### config.mk
export PLATFORM = sky130hd
export DESIGN_NAME = ssa_converter
export DESIGN_NICKNAME = d
export VERILOG_FILES = /design/src/inc/ssa_pkg.sv /design/src/design/ssa_converter.sv
export VERILOG_INCLUDE_DIRS = /design/src /design/src/inc
export SDC_FILE = /design/constraint.sdc
export NUM_CORES = 1
export LEC_CHECK = 0
export ABC_AREA = 1
export BUFFER_PORTS_ARGS = -buffer_cell sky130_fd_sc_hd__buf_4
export CORE_MARGIN = 4
export CORE_UTILIZATION = 55
export DETAILED_ROUTE_END_ITERATION = 12
export PLACE_DENSITY = 0.78
export SYNTH_ARGS = -nofsm -noshare
export SYNTH_HDL_FRONTEND = slang
export SYNTH_SLANG_ARGS = --single-unit
export TNS_END_PERCENT = 10
### constraint.sdc
create_clock -name core_clk_in -period 2.4 [get_ports core_clk_in]
set_input_delay 0.48 -clock core_clk_in [delete_from_list [all_inputs] [get_ports core_clk_in]]
set_output_delay 0.48 -clock core_clk_in [all_outputs]
set_load 0.05 [all_outputs]
### src/inc/ssa_map.svh
// Register map, field positions, reset values and timing constants
// Operation
// - Result is unsigned eight bits, 0 to 255
// - Comparator high while ramp below held input
// - Count data clocks from ramp start to trip
// - High phase spans high_len ticks of div_len+1 counts, 256 at reset
// - Low phase discharges the ramp capacitor
// - Terminal count raises the result interrupt
// - Control bit 7 flags count above 255
// - Timing generator clocked only by divided clock
// - Waveform holds sample-hold during the high phase only
// - One timing generator shared by both columns
// - Each column has its own trim register
// - Trim holds eight-bit capacitance value field
// - High and low durations programmable in divided clock ticks
`ifndef SSA_MAP_SVH
`define SSA_MAP_SVH

`define SSA_ADDR_CTRL        12'h000
`define SSA_ADDR_RESULT      12'h004
`define SSA_ADDR_TRIM0       12'h008
`define SSA_ADDR_TRIM1       12'h00c
`define SSA_ADDR_TIMING      12'h010
`define SSA_ADDR_IRQ_STATUS  12'h014
`define SSA_ADDR_IRQ_ENABLE  12'h018
`define SSA_ADDR_IRQ_CLEAR   12'h01c

`define SSA_CTRL_ENABLE      0
`define SSA_CTRL_COLUMN      1
`define SSA_CTRL_OVERFLOW    7

`define SSA_IRQ_DONE         0
`define SSA_IRQ_OVERFLOW     1

`define SSA_TIM_HIGH_LSB     0
`define SSA_TIM_LOW_LSB      8
`define SSA_TIM_DIV_LSB      16

`define SSA_TRIM_RESET       8'h80
`define SSA_HIGH_RESET       8'h01
`define SSA_LOW_RESET        8'h01
`define SSA_DIV_RESET        8'hff
`define SSA_FULL_COUNT       9'h100
`define SSA_MAX_CODE         8'hff

`endif

### src/inc/ssa_pkg.sv
// Types shared by the single slope converter control logic
package ssa_pkg;

	typedef enum logic [1:0] {
		SSA_IDLE,
		SSA_MEASURE,
		SSA_DISCHARGE
	} ssa_phase_t;

	typedef struct packed {
		logic        psel;
		logic        penable;
		logic        pwrite;
		logic [11:0] paddr;
		logic [31:0] pwdata;
	} ssa_apb_req_t;

	typedef struct packed {
		logic        pready;
		logic        pslverr;
		logic [31:0] prdata;
	} ssa_apb_rsp_t;

	typedef struct packed {
		logic       ramp_run;
		logic       discharge;
		logic       hold;
		logic       column;
		logic [7:0] trim;
	} ssa_analog_t;

	typedef struct packed {
		ssa_phase_t  phase;
		logic        enable;
		logic        column;
		logic        overflow;
		logic [7:0]  result;
		logic [7:0]  trim0;
		logic [7:0]  trim1;
		logic [7:0]  high_len;
		logic [7:0]  low_len;
		logic [7:0]  div_len;
		logic [7:0]  div_cnt;
		logic [7:0]  phase_cnt;
		logic [8:0]  count;
		logic        tripped;
		logic [1:0]  irq_status;
		logic [1:0]  irq_enable;
		logic        cmp_meta;
		logic        cmp_sync;
		logic [31:0] prdata;
		logic        pready;
		logic        pslverr;
	} ssa_state_t;

endpackage

### src/design/ssa_converter.sv
// Single slope converter timing, counter and register logic
`timescale 1ns/1ps
`include "ssa_map.svh"

module ssa_converter
	import ssa_pkg::*;
(
	// Clock and reset
	input  wire logic         core_clk_in,
	input  wire logic         reset_in,
	// APB slave
	input  wire ssa_apb_req_t apb_req_in,
	output ssa_apb_rsp_t      apb_rsp_out,
	// Analog side
	input  wire logic         comparator_in,
	output ssa_analog_t       analog_out,
	// Interrupt
	output logic              irq_out
);

	ssa_state_t s_q;
	ssa_state_t s_d;

	logic       div_tick;
	logic       phase_end;
	logic       setup;
	logic       acc;
	logic [7:0] phase_len;
	logic [7:0] cur_trim;

	// Divided clock tick: one core cycle in div_len+1
	assign div_tick  = (s_q.div_cnt == s_q.div_len);
	assign phase_len = (s_q.phase == SSA_MEASURE) ? s_q.high_len
		: s_q.low_len;
	assign phase_end = div_tick && (s_q.phase_cnt == phase_len);
	assign setup     = apb_req_in.psel && !apb_req_in.penable;
	assign acc       = apb_req_in.psel && apb_req_in.penable;
	assign cur_trim  = s_q.column ? s_q.trim1 : s_q.trim0;

	always_comb
	begin
		s_d = s_q;
		// Comparator is asynchronous to the core clock
		s_d.cmp_meta = comparator_in;
		s_d.cmp_sync = s_q.cmp_meta;
		s_d.pready   = 1'b0;
		s_d.pslverr  = 1'b0;

		// Divided clock runs always; the timing generator uses only it
		s_d.div_cnt = div_tick ? 8'h00 : s_q.div_cnt + 8'h01;
		if (div_tick)
			s_d.phase_cnt = s_q.phase_cnt + 8'h01;

		unique case (s_q.phase)
			SSA_IDLE:
			begin
				s_d.phase_cnt = 8'h01;
				if (s_q.enable && div_tick)
				begin
					s_d.phase   = SSA_MEASURE;
					s_d.count   = 9'h000;
					s_d.tripped = 1'b0;
				end
			end
			SSA_MEASURE:
			begin
				// Count every data clock until the comparator trips;
				// stop at 256 so a long high phase cannot wrap the count
				if (s_q.cmp_sync && !s_q.tripped
					&& s_q.count != `SSA_FULL_COUNT)
					s_d.count = s_q.count + 9'h001;
				if (!s_q.cmp_sync)
					s_d.tripped = 1'b1;
				if (phase_end)
				begin
					s_d.phase     = SSA_DISCHARGE;
					s_d.phase_cnt = 8'h01;
					// Reaching 256 counts means the input is out of range
					s_d.overflow  =
						(s_d.count == `SSA_FULL_COUNT);
					s_d.result    = (s_d.overflow) ? `SSA_MAX_CODE
						: s_d.count[7:0];
					// Terminal count of the timing generator
					s_d.irq_status[`SSA_IRQ_DONE] = 1'b1;
					if (s_d.overflow)
						s_d.irq_status[`SSA_IRQ_OVERFLOW] = 1'b1;
				end
			end
			SSA_DISCHARGE:
			begin
				if (phase_end)
				begin
					s_d.phase_cnt = 8'h01;
					s_d.phase     = s_q.enable ? SSA_MEASURE : SSA_IDLE;
					s_d.count     = 9'h000;
					s_d.tripped   = 1'b0;
				end
			end
			default:
				s_d.phase = SSA_IDLE;
		endcase

		// APB: answer in the cycle after the first access cycle
		if (acc && !s_q.pready)
		begin
			s_d.pready = 1'b1;
			s_d.prdata = 32'h0000_0000;
			unique case (apb_req_in.paddr)
				`SSA_ADDR_CTRL:
				begin
					s_d.prdata[`SSA_CTRL_ENABLE]   = s_q.enable;
					s_d.prdata[`SSA_CTRL_COLUMN]   = s_q.column;
					s_d.prdata[`SSA_CTRL_OVERFLOW] = s_q.overflow;
					if (apb_req_in.pwrite)
					begin
						s_d.enable = apb_req_in.pwdata[`SSA_CTRL_ENABLE];
						// Column changes only while idle: one timing generator
						if (s_q.phase == SSA_IDLE)
							s_d.column =
								apb_req_in.pwdata[`SSA_CTRL_COLUMN];
					end
				end
				`SSA_ADDR_RESULT:
					s_d.prdata[7:0] = s_q.result;
				`SSA_ADDR_TRIM0:
				begin
					s_d.prdata[7:0] = s_q.trim0;
					if (apb_req_in.pwrite)
						s_d.trim0 = apb_req_in.pwdata[7:0];
				end
				`SSA_ADDR_TRIM1:
				begin
					s_d.prdata[7:0] = s_q.trim1;
					if (apb_req_in.pwrite)
						s_d.trim1 = apb_req_in.pwdata[7:0];
				end
				`SSA_ADDR_TIMING:
				begin
					s_d.prdata[`SSA_TIM_HIGH_LSB +: 8] = s_q.high_len;
					s_d.prdata[`SSA_TIM_LOW_LSB +: 8]  = s_q.low_len;
					s_d.prdata[`SSA_TIM_DIV_LSB +: 8]  = s_q.div_len;
					// Timing is frozen while a conversion is running
					if (apb_req_in.pwrite && s_q.phase == SSA_IDLE)
					begin
						s_d.high_len = apb_req_in.pwdata[`SSA_TIM_HIGH_LSB +: 8];
						s_d.low_len  = apb_req_in.pwdata[`SSA_TIM_LOW_LSB +: 8];
						s_d.div_len  = apb_req_in.pwdata[`SSA_TIM_DIV_LSB +: 8];
					end
				end
				`SSA_ADDR_IRQ_STATUS:
					s_d.prdata[1:0] = s_q.irq_status;
				`SSA_ADDR_IRQ_ENABLE:
				begin
					s_d.prdata[1:0] = s_q.irq_enable;
					if (apb_req_in.pwrite)
						s_d.irq_enable = apb_req_in.pwdata[1:0];
				end
				`SSA_ADDR_IRQ_CLEAR:
				begin
					// New events win over a clear in the same cycle
					if (apb_req_in.pwrite)
						s_d.irq_status = s_d.irq_status
							& ~(apb_req_in.pwdata[1:0] & ~(s_d.irq_status
							& ~s_q.irq_status));
				end
				default:
					s_d.pslverr = 1'b1;
			endcase
		end
	end

	always_ff @(posedge core_clk_in)
	begin
		if (reset_in)
		begin
			s_q            <= '0;
			s_q.phase      <= SSA_IDLE;
			s_q.trim0      <= `SSA_TRIM_RESET;
			s_q.trim1      <= `SSA_TRIM_RESET;
			s_q.high_len   <= `SSA_HIGH_RESET;
			s_q.low_len    <= `SSA_LOW_RESET;
			s_q.div_len    <= `SSA_DIV_RESET;
		end
		else
			s_q <= s_d;
	end

	assign apb_rsp_out.pready  = s_q.pready;
	assign apb_rsp_out.pslverr = s_q.pslverr;
	assign apb_rsp_out.prdata  = s_q.prdata;

	// Ramp runs in the high phase, discharge in the low phase
	assign analog_out.ramp_run  = (s_q.phase == SSA_MEASURE);
	assign analog_out.discharge = (s_q.phase != SSA_MEASURE);
	assign analog_out.hold      = (s_q.phase == SSA_MEASURE);
	assign analog_out.column    = s_q.column;
	assign analog_out.trim      = cur_trim;

	assign irq_out = |(s_q.irq_status & s_q.irq_enable);
endmodule

==> results of run 1 <==
what timing repair did:
action                                  CTS  global route
endpoints found under the setup margin    0             9
endpoints found under the hold margin     0             0
gates resized for setup                   0             1
layout make-up:
type / count / area, µm²
Clock buffer: 9 / 124
Clock inverter: 7 / 80.1
Fill cell: 1008 / 3830
Inverter: 123 / 477
Multi-Input combinational cell: 562 / 2790
Sequential cell: 111 / 2220
Tap cell: 136 / 170
Timing Repair Buffer: 89 / 668
per-stage QoR:
stage          cell area [µm²]  power (µW)  hold slack [ps]  setup slack [ps]
6_report                  6540        3240              305               262
4_1_cts                   6540        3260              296              68.7
5_1_grt                   6540        3360              315              24.7
3_3_place_gp              6330        2120              394               313
3_5_place_dp              6330        2120              394               230
2_1_floorplan             5890        2040              388               260
layout by cell type, fill, tap and decap left out, types with 12 or more instances in the layout:
master and instances:
nand2_1 196, inv_1 115, dfxtp_1 110, buf_4 89, a21oi_1 75, o21ai_0 62, nand3_1 60, nor2_1 58
o211ai_1 12
flip-flops by register name, summed over array words and instances, names as in the netlist:
name,flops
s_q,83
s_d,1
apb_rsp_out,26
analog_out,1
power by group:
group          internal (µW)  switching (µW)  leakage (µW)  total, µW
logic                   76.0             144       0.00184        220
clock network            496             664      0.000102       1160
registers               1850            7.14      0.000897       1860
kinds of logic (layout without fill, tap and decap cells):
family                     after synthesis  count (layout)  share of synthesized area, %
DFF                                    111             111                          37.9
AOI/OAI and AO/OA                      175             175                          16.4
buffers and inverters                  185             228                          15.0
adders and majority gates                4               4                         0.853
other                                    1               8                        0.0639
and+or+nand+nor                        365             365                          28.3
xor gates and xnor gates                10              10                          1.49
final timing paths:
path / cells after the start / to / slack, ps
worst max register to register: 14 / s_q[110] / 360
worst min-delay path: 3 / s_d[34] / 310
worst max-delay path: 4 / analog_out[9] / 260
worst min register to register: 2 / s_q[34] / 410
metal layers:
metal | vias to the layer above | track usage [%] | routed length, µm
met2 | 128 | 34.6 | 6120
met1 | 2383 | 30.4 | 6460
li1 | 2788 | - | -
met3 | 19 | 3.22 | 776
met5 | - | 0 | 0
met4 | 0 | 6.49 | 221
cells in the mapped netlist (3+ instances only):
library cell and instances:
o22ai_1 11, inv_2 3, a21oi_2 3, nor2_1 59
nand2_1 196, nand4_1 7, xor2_1 10, nand3_1 60
o211ai_1 12, o21ai_1 5, nand2_2 9, dfxtp_1 111
clkbuf_1 20, a21oi_1 75, o21ai_0 62, buf_4 38
nand3_2 3, clkinv_1 3, inv_1 115, nand3b_1 3
ha_1 4, nor2_4 4, nor3_1 11
critical path, stage by stage (launching register included):
cell and delay, ps:
dfxtp_2 510, nand2_4 190, inv_2 120, buf_4 230, buf_4 230
==> summary.md, run 1 <==
| Metric | Value |
|---|---|
| Vias in the first global route | 4841 |
| GR Util All Layers | roughly 22% |
| Fmax achieved | 468 MHz |
| IO Count | just under 100 |
| Startpoint types | flop |
| Slew headroom | between 40% and 50% |
| Register area share after synthesis | a little under two fifths |
| Non-filler cells, final | 1037 |
| Final hold vios | 0 |
| Final wirelength | 13600 µm |
| Crit path kind | flop to primary output |
| Synth Area per Inst | 6.89 µm² |
| ANT cells | 0 |
| Drt via density | 5.13 |
| DR pass1 iterations | 5 |
| Hold wc startpoint | comparator_in |
| Starting density of the core | 56.6% |
| Worst Hold Class | input pin to flop |
| Clock period minus worst slack | 2140 ps |
| Clock Sinks | 111 |
| Hold-fix buffers, CTS | 0 |
| First-pass GRT wire length | 22600 µm |
| Die area | 12400 µm² |
| Fin crit share | 89.1% |
| MaxCap Viol Count | 0 |
| Worst Setup SP | s_q[117] |
| Main synth FF type | dfxtp_1 |
| DIE HEIGHT | roughly 110 µm |
| Synthesized area | between 5000 and 6000 µm² |
| Placed cells | 1021 |
| FF-to-FF Start | s_q[41] |
| Row Count | 37 |
| H-tree depth | 3 |
| Distinct cells, synth | 43 |
| Drt drc | 0 |
| Initial antenna violation count | 0 |
| Post-CTS setup buffer count | 0 |
| VDD IR max | 0.293 mV |
| Routed vias | 5318 |
| CP arrival | 1660 ps |
| Unrepaired setup endpoints after global routing | no |
| Area Overhead vs Synth | 11.4% |
| Die width | 111 µm |
| Worst-path fanout max | 14 |
| CTS tree | done |
| Critical path required time | 1920 ps |
| Root buffer cell | clkbuf_8 |
| Final TNS setup | 0 ps |
| Syn Inst Count | 851 |
| Wire per inst | approximately 13 µm |
| Final Max Tran Viols | 0 |
| Core footprint | 10400 µm² |
| Num CTS Buffers | 9 |
| Pin count of the biggest net entering global routing | between 40 and 50 |
| Power per Cell Area | 495 nW/µm² |
| Final setup fails | 0 |
| HPWL after DPL | 10200 µm |
| FF+latch count, synth | between 100 and 150 |
| Layout cells sized above 1 | ~16% |
| Number of port buffers | 80 |
| Worst Setup End Kind | primary output |
| DRT antenna net count | 0 |
| Final nets | 950 |
| EDFF count, synth | 0 |
| DR iter-0 viols | 286 |
| Status | finished clean |
| Clk_skew | 15.6 ps |
| Async set-reset flop share out of synthesis | 0% |
| Final core occ | around 63% |
| Leak | 0.00284 µW |
| Gr ovfl total | 0 |
| Yosys top cell area share | a little under two fifths |
| Yosys synthesis warning count | 0 |
| Reg clk slew, reported paths | 100 ps |
| Max Buffers Root-to-Sink | 2 |
| Main area contributors after synthesis | dfxtp_1 (38%), nand2_1 (13%), inv_1 (7.4%), a21oi_1 (6.4%), o21ai_0 (5.3%) |
| Final RePlAce weighted congestion | 0.956 |
| Skew-Pair Late Insertion Delay | 380 ps |
| Worst slew pin tran | 756 ps |
| Synth area leader | dfxtp_1 |
Power figures use the tool's default switching activity.
==> inputs of run 2 (changes only) <==
--- a/config.mk
+++ b/config.mk
@@ -12,6 +12,7 @@
 export CORE_UTILIZATION = 55
 export DETAILED_ROUTE_END_ITERATION = 12
 export PLACE_DENSITY = 0.78
+export REMOVE_ABC_BUFFERS = 1
 export SYNTH_ARGS = -nofsm -noshare
 export SYNTH_HDL_FRONTEND = slang
 export SYNTH_SLANG_ARGS = --single-unit
==> constraint.sdc (replaced) <==
create_clock -name core_clk_in -period 2.5 [get_ports core_clk_in]
set_input_delay 0.5 -clock core_clk_in [delete_from_list [all_inputs] [get_ports core_clk_in]]
set_output_delay 0.5 -clock core_clk_in [all_outputs]
set_load 0.05 [all_outputs]
==> summary.md, run 2 (synthesized netlist as in run 1, its figures left out) <==
| Metric | Value |
|---|---|
| Status | finished clean |
| Layout cells sized above 1 | 15.4% |
| Slowest CP cell | dfxtp_1 |
| Largest register FFs | 83 |
| Final setup fails | 0 |
| Startpoint types | flop |
| Slew headroom | 45.0% |
| Final core occ | 63.0% |
| VDD IR max | 0.284 mV |
| CP arrival | 1800 ps |
| Power per Cell Area | between 400 and 500 nW/µm² |
| Drt via density | between 5 and 6 |
| Die area | 12400 µm² |
| Max Buffers Root-to-Sink | 2 |
| Wire per inst | between 10 and 15 µm |
| ANT cells | 0 |
| Routed vias | 5336 |
| Worst-path cell chain | nand2_4 -> inv_2 -> buf_4 -> buf_4 |
| Worst-path fanout max | 14 |
| Final nets | 950 |
| Final RePlAce weighted congestion | ~0.95 |
| Placed cells | between 1000 and 1500 |
| Fin crit share | 92.0% |
| CTS tree | done |
| Clock Sinks | approximately 110 |
| DIE HEIGHT | ~110 µm |
| DR iter-0 viols | 380 |
| Pin count of the biggest net entering global routing | 43 |
| GR Util All Layers | ~22% |
| Critical path's most frequent cell | buf_4 |
| Num CTS Buffers | 9 |
| Gr ovfl total | 0 |
| DR pass1 iterations | 5 |
| Post-CTS setup buffer count | 0 |
| Hold_ws | 326 ps |
| Final wirelength | 13400 µm |
| Number of port buffers | 80 |
| Post_cts resized | 0 |
| Vias in the first global route | 4837 |
| Fmax achieved | 435 MHz |
| Biggest register | s_q |
| Row Count | 37 |
| Worst Setup End Kind | primary output |
| Worst slew pin tran | 820 ps |
| Skew-Pair Late Insertion Delay | 370 ps |
| Crit path kind | flop to primary output |
| HPWL after DPL | around 10000 µm |
| Root buffer cell | clkbuf_8 |
| Most common cell after layout, fill and taps aside | nand2_1 |
| Core footprint | 10400 µm² |
| Commonest non-fill, non-tap cells in the layout | nand2_1 (196), inv_1 (115), dfxtp_1 (111), buf_4 (89), a21oi_1 (75) |
| Drt drc | 0 |
| Area of the multi-input gates | about 2800 µm² |
| Clk_skew | 18.3 ps |
| Reg clk slew, reported paths | ~110 ps |
| DRT antenna net count | 0 |
| Crit-path max cell delay | between 600 and 700 ps |
| Fillers | 1000 |
| Post-place setup slack | 358 ps |
| Starting density of the core | 56.6% |
| Final WS setup | 201 ps |
| Worst Hold Class | input pin to flop |
| Hold-fix buffers, CTS | 0 |
| Register area | 2220 µm² |
| First-pass GRT wire length | around 23000 µm |
| Initial antenna violation count | 0 |
| Leak | 0.00284 µW |
| Final Max Tran Viols | 0 |
| Critical path required time | 2000 ps |
| Non-filler cells, final | 1037 |
| Final hold vios | 0 |
| IO Count | 97 |
| H-tree depth | 3 |
| Clock period minus worst slack | 2300 ps |
| Unrepaired setup endpoints after global routing | no |
| Area Overhead vs Synth | 11.4% |
| MaxCap Viol Count | 0 |
| Die width | 111 µm |
==> run 2: cell type report <==
type / instances / share of cell area [%]
multi-input combinational: 562 / 42.8
sequential: 111 / 34.0
timing repair buffer: 89 / 10.2
inverter: 123 / 7.30
tap: 136 / 2.60
clock buffer: 10 / 1.95
clock inverter: 6 / 1.15
==> run 2: path summary, 6_finish.rpt <==
path,from,slack [ps],depth (start not counted),endpoint
worst max-delay path,s_q[117],200,4,analog_out[11]
worst min-delay path,comparator_in,330,3,s_d[34]
worst max register to register,s_q[117],380,11,s_q[57]
worst min register to register,s_d[34],440,2,s_q[34]
==> run 2: where the power goes <==
part,switching (µW),internal (µW),leakage (µW)
sequential,6.81,1780,0.000896
combinational,135,74.0,0.00184
clock,641,481,0.0000994
==> run 2: critical path: cells and delay by family (launching register included) <==
family | cells | cell delay [ps]
AND/OR/NAND/NOR | 1 | 220
buffers and inverters | 3 | 580
flip-flops | 1 | 630
==> run 2: layer usage <==
layer	vias up	wire, µm	global-route usage [%]
met4	0	204	6.57
met5	-	0	0
met2	128	6160	34.8
li1	2783	-	-
met3	16	838	3.98
met1	2409	6210	29.4
==> run 2: per-stage QoR <==
stage          area [µm²]  setup TNS [ps]  total power, µW
3_5_place_dp         6330               0             2030
3_3_place_gp         6330               0             2030
2_1_floorplan        5490           -1860             1930
6_report             6530               0             3110
4_1_cts              6530               0             3130
5_1_grt              6530               0             3230
